[src/hdl/dead_band_pkg.sv]
// Shared constants for the dead-band complementary generator pair.
// Assumes one 100 MHz clock and a synchronous active-high reset.
package dead_band_pkg;

    // ------------------------------------------------------------------
    // Widths and timing
    // ------------------------------------------------------------------
    localparam int CLK_PERIOD_NS = 10;
    localparam int ADDR_W        = 8;
    localparam int DATA_W        = 32;
    localparam int LEN_W         = 16;
    localparam int NUM_TIMERS    = 3;
    localparam int NUM_EVENTS    = 4;

    // ------------------------------------------------------------------
    // Controller register offsets (byte addresses)
    // ------------------------------------------------------------------
    localparam logic [ADDR_W-1:0] OFS_CTRL     = 8'h00;
    localparam logic [ADDR_W-1:0] OFS_RISE_LEN = 8'h04;
    localparam logic [ADDR_W-1:0] OFS_FALL_LEN = 8'h08;
    localparam logic [ADDR_W-1:0] OFS_PULSE    = 8'h0c;
    localparam logic [ADDR_W-1:0] OFS_STATUS   = 8'h10;
    localparam logic [ADDR_W-1:0] OFS_IRQ_EN   = 8'h14;
    localparam logic [ADDR_W-1:0] OFS_IRQ_CLR  = 8'h18;
    localparam logic [ADDR_W-1:0] OFS_BUSY     = 8'h1c;

    // ------------------------------------------------------------------
    // Field positions and reset values
    // ------------------------------------------------------------------
    localparam int CTRL_ENABLE_BIT = 0;
    localparam int CTRL_CENTER_BIT = 1;
    localparam int TMR_RISE        = 0;
    localparam int TMR_FALL        = 1;
    localparam int TMR_PULSE       = 2;
    localparam int EV_DETECT       = 0;
    localparam int EV_RISE         = 1;
    localparam int EV_FALL         = 2;
    localparam int EV_DMA          = 3;
    localparam logic [1:0]       CTRL_RESET = 2'h0;
    localparam logic [LEN_W-1:0] LEN_RESET  = 16'h0001;
    localparam logic [LEN_W-1:0] LEN_ONE    = 16'h0001;

endpackage

[src/hdl/dead_band_link_if.sv]
// Link between the logic cells and the timer/DMA controller.
// Assumes both ends share i_clk; every event is a one-cycle pulse.
`timescale 1ns/1ps

interface dead_band_link_if;

    // ------------------------------------------------------------------
    // Signals
    // ------------------------------------------------------------------
    logic center_mode;    // Center-aligned operation selected
    logic detect_event;   // Edge detector cell event
    logic rise_event;     // Rising / dead-band timer event
    logic fall_event;     // Falling dead-band timer event
    logic dma_event;      // DMA completion event

    // ------------------------------------------------------------------
    // Modports
    // ------------------------------------------------------------------
    modport cells (
        input  center_mode,
        input  rise_event,
        input  fall_event,
        input  dma_event,
        output detect_event
    );

    modport ctrl (
        output center_mode,
        output rise_event,
        output fall_event,
        output dma_event,
        input  detect_event
    );

endinterface

[src/hdl/dead_band_timer_ctrl.sv]
// Timer and DMA controller end: delay timers, pulse timer, DMA event.
// Assumes software on a plain strobe port and the cell end on the link.
//
// The strobed register port and the register addresses were decided locally.
`timescale 1ns/1ps

module dead_band_timer_ctrl (
    input  wire logic                           i_clk,
    input  wire logic                           i_sys_rst,
    dead_band_link_if.ctrl                      link,
    input  wire logic [dead_band_pkg::ADDR_W-1:0] i_addr,
    input  wire logic [dead_band_pkg::DATA_W-1:0] i_wdata,
    input  wire logic                           i_wr,
    input  wire logic                           i_rd,
    output logic      [dead_band_pkg::DATA_W-1:0] o_rdata,
    output logic                                o_irq
);
    import dead_band_pkg::*;

    logic [1:0]                     ctrl;
    logic [LEN_W-1:0]               len     [NUM_TIMERS];
    logic [LEN_W-1:0]               count   [NUM_TIMERS];
    logic [NUM_TIMERS-1:0]          running;
    logic [NUM_TIMERS-1:0]          start;
    logic [NUM_TIMERS-1:0]          expire;
    logic                           dma_event;
    logic [NUM_EVENTS-1:0]          status;
    logic [NUM_EVENTS-1:0]          irq_en;
    logic [NUM_EVENTS-1:0]          events;
    logic                           enable;
    logic                           center;

    assign enable = ctrl[CTRL_ENABLE_BIT];
    assign center = ctrl[CTRL_CENTER_BIT];

    // ------------------------------------------------------------------
    // Register writes
    // ------------------------------------------------------------------
    // Control and lengths; a zero length is taken as one cycle
    always_ff @(posedge i_clk) begin
        if (i_sys_rst) begin
            ctrl <= CTRL_RESET;
            len[TMR_RISE]  <= LEN_RESET;
            len[TMR_FALL]  <= LEN_RESET;
            len[TMR_PULSE] <= LEN_RESET;
        end else if (i_wr) begin
            if (i_addr == OFS_CTRL) begin
                ctrl <= i_wdata[1:0];
            end
            if (i_addr == OFS_RISE_LEN) begin
                len[TMR_RISE] <= i_wdata[LEN_W-1:0];
            end
            if (i_addr == OFS_FALL_LEN) begin
                len[TMR_FALL] <= i_wdata[LEN_W-1:0];
            end
            if (i_addr == OFS_PULSE) begin
                len[TMR_PULSE] <= i_wdata[LEN_W-1:0];
            end
        end
    end

    // ------------------------------------------------------------------
    // Timer starts
    // ------------------------------------------------------------------
    // Edge mode: detector starts both delay timers. Center mode: the
    // detector starts the dead-band timer, whose expiry starts the pulse.
    always_comb begin
        start            = '0;
        start[TMR_RISE]  = enable & link.detect_event;
        start[TMR_FALL]  = enable & ~center & link.detect_event;
        start[TMR_PULSE] = enable & center & expire[TMR_RISE];
    end

    // ------------------------------------------------------------------
    // Down-counting timers
    // ------------------------------------------------------------------
    // A restart while running reloads; the later edge wins
    for (genvar t = 0; t < NUM_TIMERS; t++) begin : g_timer
        always_ff @(posedge i_clk) begin
            if (i_sys_rst) begin
                running[t] <= 1'b0;
                count[t]   <= '0;
                expire[t]  <= 1'b0;
            end else begin
                expire[t] <= running[t] && (count[t] <= LEN_ONE) && !start[t];
                if (start[t]) begin
                    running[t] <= 1'b1;
                    count[t]   <= len[t];
                end else if (running[t]) begin
                    if (count[t] <= LEN_ONE) begin
                        running[t] <= 1'b0;
                    end
                    count[t] <= count[t] - LEN_ONE;
                end
            end
        end
    end

    // Pulse timer reaching its period limit triggers the DMA event
    always_ff @(posedge i_clk) begin
        if (i_sys_rst) begin
            dma_event <= 1'b0;
        end else begin
            dma_event <= expire[TMR_PULSE];
        end
    end

    assign link.center_mode = center;
    assign link.rise_event  = expire[TMR_RISE];
    assign link.fall_event  = expire[TMR_FALL];
    assign link.dma_event   = dma_event;

    // ------------------------------------------------------------------
    // Interrupt status
    // ------------------------------------------------------------------
    assign events = {dma_event, expire[TMR_FALL], expire[TMR_RISE],
                     link.detect_event};

    // Sticky bits; a new event wins over a clear in the same cycle
    always_ff @(posedge i_clk) begin
        if (i_sys_rst) begin
            status <= '0;
        end else if (i_wr && i_addr == OFS_IRQ_CLR) begin
            status <= (status & ~i_wdata[NUM_EVENTS-1:0]) | events;
        end else begin
            status <= status | events;
        end
    end

    always_ff @(posedge i_clk) begin
        if (i_sys_rst) begin
            irq_en <= '0;
        end else if (i_wr && i_addr == OFS_IRQ_EN) begin
            irq_en <= i_wdata[NUM_EVENTS-1:0];
        end
    end

    assign o_irq = |(status & irq_en);

    // ------------------------------------------------------------------
    // Read data, one cycle after the strobe; unmapped reads zero
    // ------------------------------------------------------------------
    always_ff @(posedge i_clk) begin
        if (i_sys_rst) begin
            o_rdata <= '0;
        end else if (i_rd) begin
            unique case (i_addr)
                OFS_CTRL:     o_rdata <= {30'h0, ctrl};
                OFS_RISE_LEN: o_rdata <= {16'h0, len[TMR_RISE]};
                OFS_FALL_LEN: o_rdata <= {16'h0, len[TMR_FALL]};
                OFS_PULSE:    o_rdata <= {16'h0, len[TMR_PULSE]};
                OFS_STATUS:   o_rdata <= {28'h0, status};
                OFS_IRQ_EN:   o_rdata <= {28'h0, irq_en};
                OFS_BUSY:     o_rdata <= {29'h0, running};
                default:      o_rdata <= '0;
            endcase
        end else begin
            o_rdata <= '0;
        end
    end

endmodule

[src/flat_wrapper.sv]
// flat-port wrapper written by rule: the top's interface ports become plain ports
module dead_band_timer_ctrl_flat import dead_band_pkg::*;
  (i_clk, i_sys_rst, i_addr, i_wdata, i_wr, i_rd, o_rdata, o_irq, link_center_mode, link_rise_event, link_fall_event, link_dma_event, link_detect_event);
  dead_band_link_if link_i ();
  input  wire logic i_clk;
  input  wire logic i_sys_rst;
  input  wire logic [dead_band_pkg::ADDR_W-1:0] i_addr;
  input  wire logic [dead_band_pkg::DATA_W-1:0] i_wdata;
  input  wire logic i_wr;
  input  wire logic i_rd;
  output logic      [dead_band_pkg::DATA_W-1:0] o_rdata;
  output logic o_irq;
  output wire logic [$bits(link_i.center_mode)-1:0] link_center_mode;
  output wire logic [$bits(link_i.rise_event)-1:0] link_rise_event;
  output wire logic [$bits(link_i.fall_event)-1:0] link_fall_event;
  output wire logic [$bits(link_i.dma_event)-1:0] link_dma_event;
  input wire logic [$bits(link_i.detect_event)-1:0] link_detect_event;
  assign link_center_mode = link_i.center_mode;
  assign link_rise_event = link_i.rise_event;
  assign link_fall_event = link_i.fall_event;
  assign link_dma_event = link_i.dma_event;
  assign link_i.detect_event = link_detect_event;
  dead_band_timer_ctrl u_core (.i_clk(i_clk), .i_sys_rst(i_sys_rst), .link(link_i), .i_addr(i_addr), .i_wdata(i_wdata), .i_wr(i_wr), .i_rd(i_rd), .o_rdata(o_rdata), .o_irq(o_irq));
endmodule
[config.mk]
export PLATFORM = sky130hd
export DESIGN_NAME = dead_band_timer_ctrl_flat
export DESIGN_NICKNAME = d
export VERILOG_FILES = /design/src/hdl/dead_band_pkg.sv /design/src/hdl/dead_band_link_if.sv /design/src/hdl/dead_band_timer_ctrl.sv /design/src/flat_wrapper.sv
export SDC_FILE = /design/constraint.sdc
export NUM_CORES = 1
export LEC_CHECK = 0
export BUFFER_PORTS_ARGS = -buffer_cell sky130_fd_sc_hd__buf_2
export CAP_MARGIN = 20
export CORE_MARGIN = 2
export CORE_UTILIZATION = 35
export CTS_CLUSTER_SIZE = 10
export DETAILED_ROUTE_END_ITERATION = 6
export GPL_ROUTABILITY_DRIVEN = 0
export PLACE_DENSITY_LB_ADDON = 0.3
export SETUP_SLACK_MARGIN = 0.1
export SLEW_MARGIN = 10
export SYNTH_ARGS = -nofsm -noshare
export SYNTH_HDL_FRONTEND = slang
export SYNTH_SLANG_ARGS = --single-unit
export TNS_END_PERCENT = 5
[constraint.sdc]
create_clock -name i_clk -period 2.4 [get_ports i_clk]
set_input_delay 0.24 -clock i_clk [delete_from_list [all_inputs] [get_ports i_clk]]
set_output_delay 0.24 -clock i_clk [all_outputs]
set_load 0.005 [all_outputs]
==> impl_metrics.py <==
metrics = {
    "sta": {
        "slew_viol_final": 0,
        "rsz0062_at_grt": "no",
        "finalCritPeriodShare": 0.859,
        "setup_viol": 0,
        "finalClockSkew_ns": 0.00697,
        "max_freq_mhz": 485,
        "hold_viol_final": 0,
        "maxSlewHeadroom": 0.292,
        "post-route-min-period_ns": 2.06,
        "tightestPinTransition_ns": 1.06,
        "fin_tns_setup_ns": 0,
    },
    "clock_network": {
        "numClockSinks": 129,
        "insertion_delay_ns": 0.43,
        "cts_inserted_buffers": 17,
        "cts_root_buf": "clkbuf_16",
        "clkTransAtPathRegs_ns": 0.06,
        "tritoncts": "built",
        "postCtsHoldBufs": 0,
        "cts-resized-gates": 0,
        "cts.path.max_buffers": 2,
        "postCtsSetupBuffers": 0,
        "htreeDepth": 4,
    },
    "yosys": {
        "yosysSeqAreaShare": 0.570,
        "syn_inst": 554,
        "synth_area_per_cell_um2": 11.2,
        "synth.most_common_cell": "edfxtp_1",
        "ys_warn_count": 0,
        "synth_common_cells": "edfxtp_1 (96), nand2_1 (57), nor2_1 (46)",
        "synth-edff-count": 96,
        "yosys_most_used_dff": "edfxtp_1",
        "ys_async_sr_fraction": 0,
        "synth_area_mm2": 0.00621,
        "synth_area_leaders": "edfxtp_1 (46%), dfxtp_1 (11%), xor2_1 (3.7%)",
        "synth_top_cell_by_area": "edfxtp_1",
        "ys_ff_latch": 129,
        "synthDistinctLibCells": 58,
        "yosys.area.top_type_share": 0.464,
    },
    "global_routing": {
        "grt_pass1_vias": 4536,
        "grt_overflow": 0,
        "grt_max_degree": 18,
        "antenna_found_initial": 0,
        "grt_pass1_wl_um": 24600,
        "grt_util_met1": 0.230,
        "use_met2": 0.288,
        "top_usage_layer": "met2",
        "grt_usage": 0.174,
        "grt_use_met3": 0.0368,
    },
    "layout": {
        "syn2layout_area_growth_pct": 19.3,
        "fillCellCount": 1645,
        "nets": 674,
        "final_core_util": 0.427,
        "drive_above_1_share": 0.215,
        "diodes": 0,
    },
    "placed_design": {
        "port_buffers": 49,
        "post-dp-hpwl_um": 11600,
    },
    "critical_path": {
        "worstSetupPathType": "register to register",
        "crit_fanout": 5,
        "required_ns": 2.58,
        "r2r_slack_ns": 0.34,
        "critPathCaptureType": "register",
        "critPathLaunch": "u_core.count[2][4]",
        "startpoint_type": "register",
        "cp.arrival_ns": 2.24,
        "r2r_start": "u_core.count[2][4]",
    },
    "worst_hold_path": {
        "min_from": "link_detect_event",
        "hp-class": "input pin to register",
    },
    "power_and_ir_drop": {
        "power_density_mw_per_mm2": 737,
        "p_leak_nw": 2.64,
        "ir_drop_mv": 0.505,
    },
    "routing": {
        "num_vias": 4508,
        "drc": 0,
        "wl_per_cell_um": 18.4,
        "avgViaCountPerCell": 5.24,
        "wirelength_um": 15800,
        "drt_iter0_markers": 359,
        "antenna_left": 0,
        "dr.pass1.iters": 6,
    },
    "die": {
        "rows": 48,
        "die_y_um": 137,
        "core_area_mm2": 0.0174,
        "initial_core_util": 0.358,
        "die_w_um": 137,
        "dieArea_mm2": 0.0188,
        "io_pins": 82,
    },
    "run": {
        "drv_cap": 0,
    },
    "run_status": {
        "status": "finished clean",
    },
}
==> routing by layer <==
metal | up-vias | share of wire
met5 | - | 0
met4 | 0 | 0.012
li1 | 2155 | -
met2 | 123 | 0.50
met1 | 2213 | 0.45
met3 | 17 | 0.043
==> cells in the final DEF, fill, tap and decap left out, types with 6 or more instances in the layout <==
cell type,count
edfxtp_1,96
nand2_1,57
buf_2,49
nor2_1,46
o21ai_0,35
dfxtp_1,33
xor2_1,26
buf_4,26
and2_1,18
clkbuf_16,18
nand3_1,17
a21oi_1,17
conb_1,16
nand4_1,11
xnor2_1,11
a22oi_1,11
nor4_1,10
mux2_2,10
mux2i_1,10
inv_1,7
nor3_1,7
or3_1,7
a222oi_1,6
ha_1,6
==> kinds of logic after synthesis <==
| kind of cell | synth area share |
|---|---|
| muxes | 0.0379 |
| DFF | 0.570 |
| other | 0.000603 |
| buffers and inverters | 0.0411 |
| and+or+nand+nor | 0.187 |
| adders and majority gates | 0.0121 |
| xor gates and xnor gates | 0.0521 |
| AOI/OAI and AO/OA | 0.0989 |
==> state kept, by name, indices dropped and copies added (netlist names) <==
name and flops:
u_core.count 48, u_core.ctrl 2, u_core.expire 1, u_core.irq_en 4
u_core.len 48, u_core.link.dma_event 1, u_core.link.fall_event 1, u_core.link.rise_event 1
u_core.o_rdata 16, u_core.running 3, u_core.status 4
==> final cells by class <==
cell class | count | area, µm² | area share
Clock buffer | 19 | 464 | 0.0626
Clock inverter | 13 | 149 | 0.0201
Inverter | 7 | 26.3 | 0.00354
Multi-Input combinational cell | 391 | 2470 | 0.333
Sequential cell | 129 | 3540 | 0.478
Tap cell | 225 | 282 | 0.0380
Timing Repair Buffer | 77 | 480 | 0.0648
==> path summary, 6_finish.rpt <==
| kind | to | depth (start not counted) |
|---|---|---|
| worst max-delay path | u_core.count[2][15] | 4 |
| worst max register to register | u_core.count[2][15] | 4 |
| worst min-delay path | u_core.status[0] | 3 |
| worst min register to register | u_core.link.dma_event | 1 |
==> where the power goes <==
part	total, mW	switching, mW	internal [mW]
Combinational	0.262	0.153	0.108
Clock	2.67	1.03	1.63
Sequential	2.54	0.0716	2.46
==> stage by stage <==
| stage | cells | power, mW | hold slack [ns] | worst slack, ns | area [µm²] |
|---|---|---|---|---|---|
| final | 861 | 5.46 | 0.0726 | 0.338 | 7420 |
| after global routing | 861 | 5.62 | 0.0770 | 0.200 | 7420 |
| after CTS | 861 | 5.48 | 0.0684 | 0.347 | 7420 |
| after detailed placement | 829 | 2.84 | 0.464 | 0.349 | 6800 |
| after global placement | 829 | 2.84 | 0.455 | 0.385 | 6800 |
| after floorplan | 569 | 2.73 | 0.357 | 0.311 | 6270 |
==> worst max-delay path, stage by stage, from the launching register on <==
cell and delay, ns:
edfxtp_1 0.47, or4_4 0.56, or2_4 0.28, o31a_1 0.28, o31a_1 0.23
(Power assumes the default switching activity.)
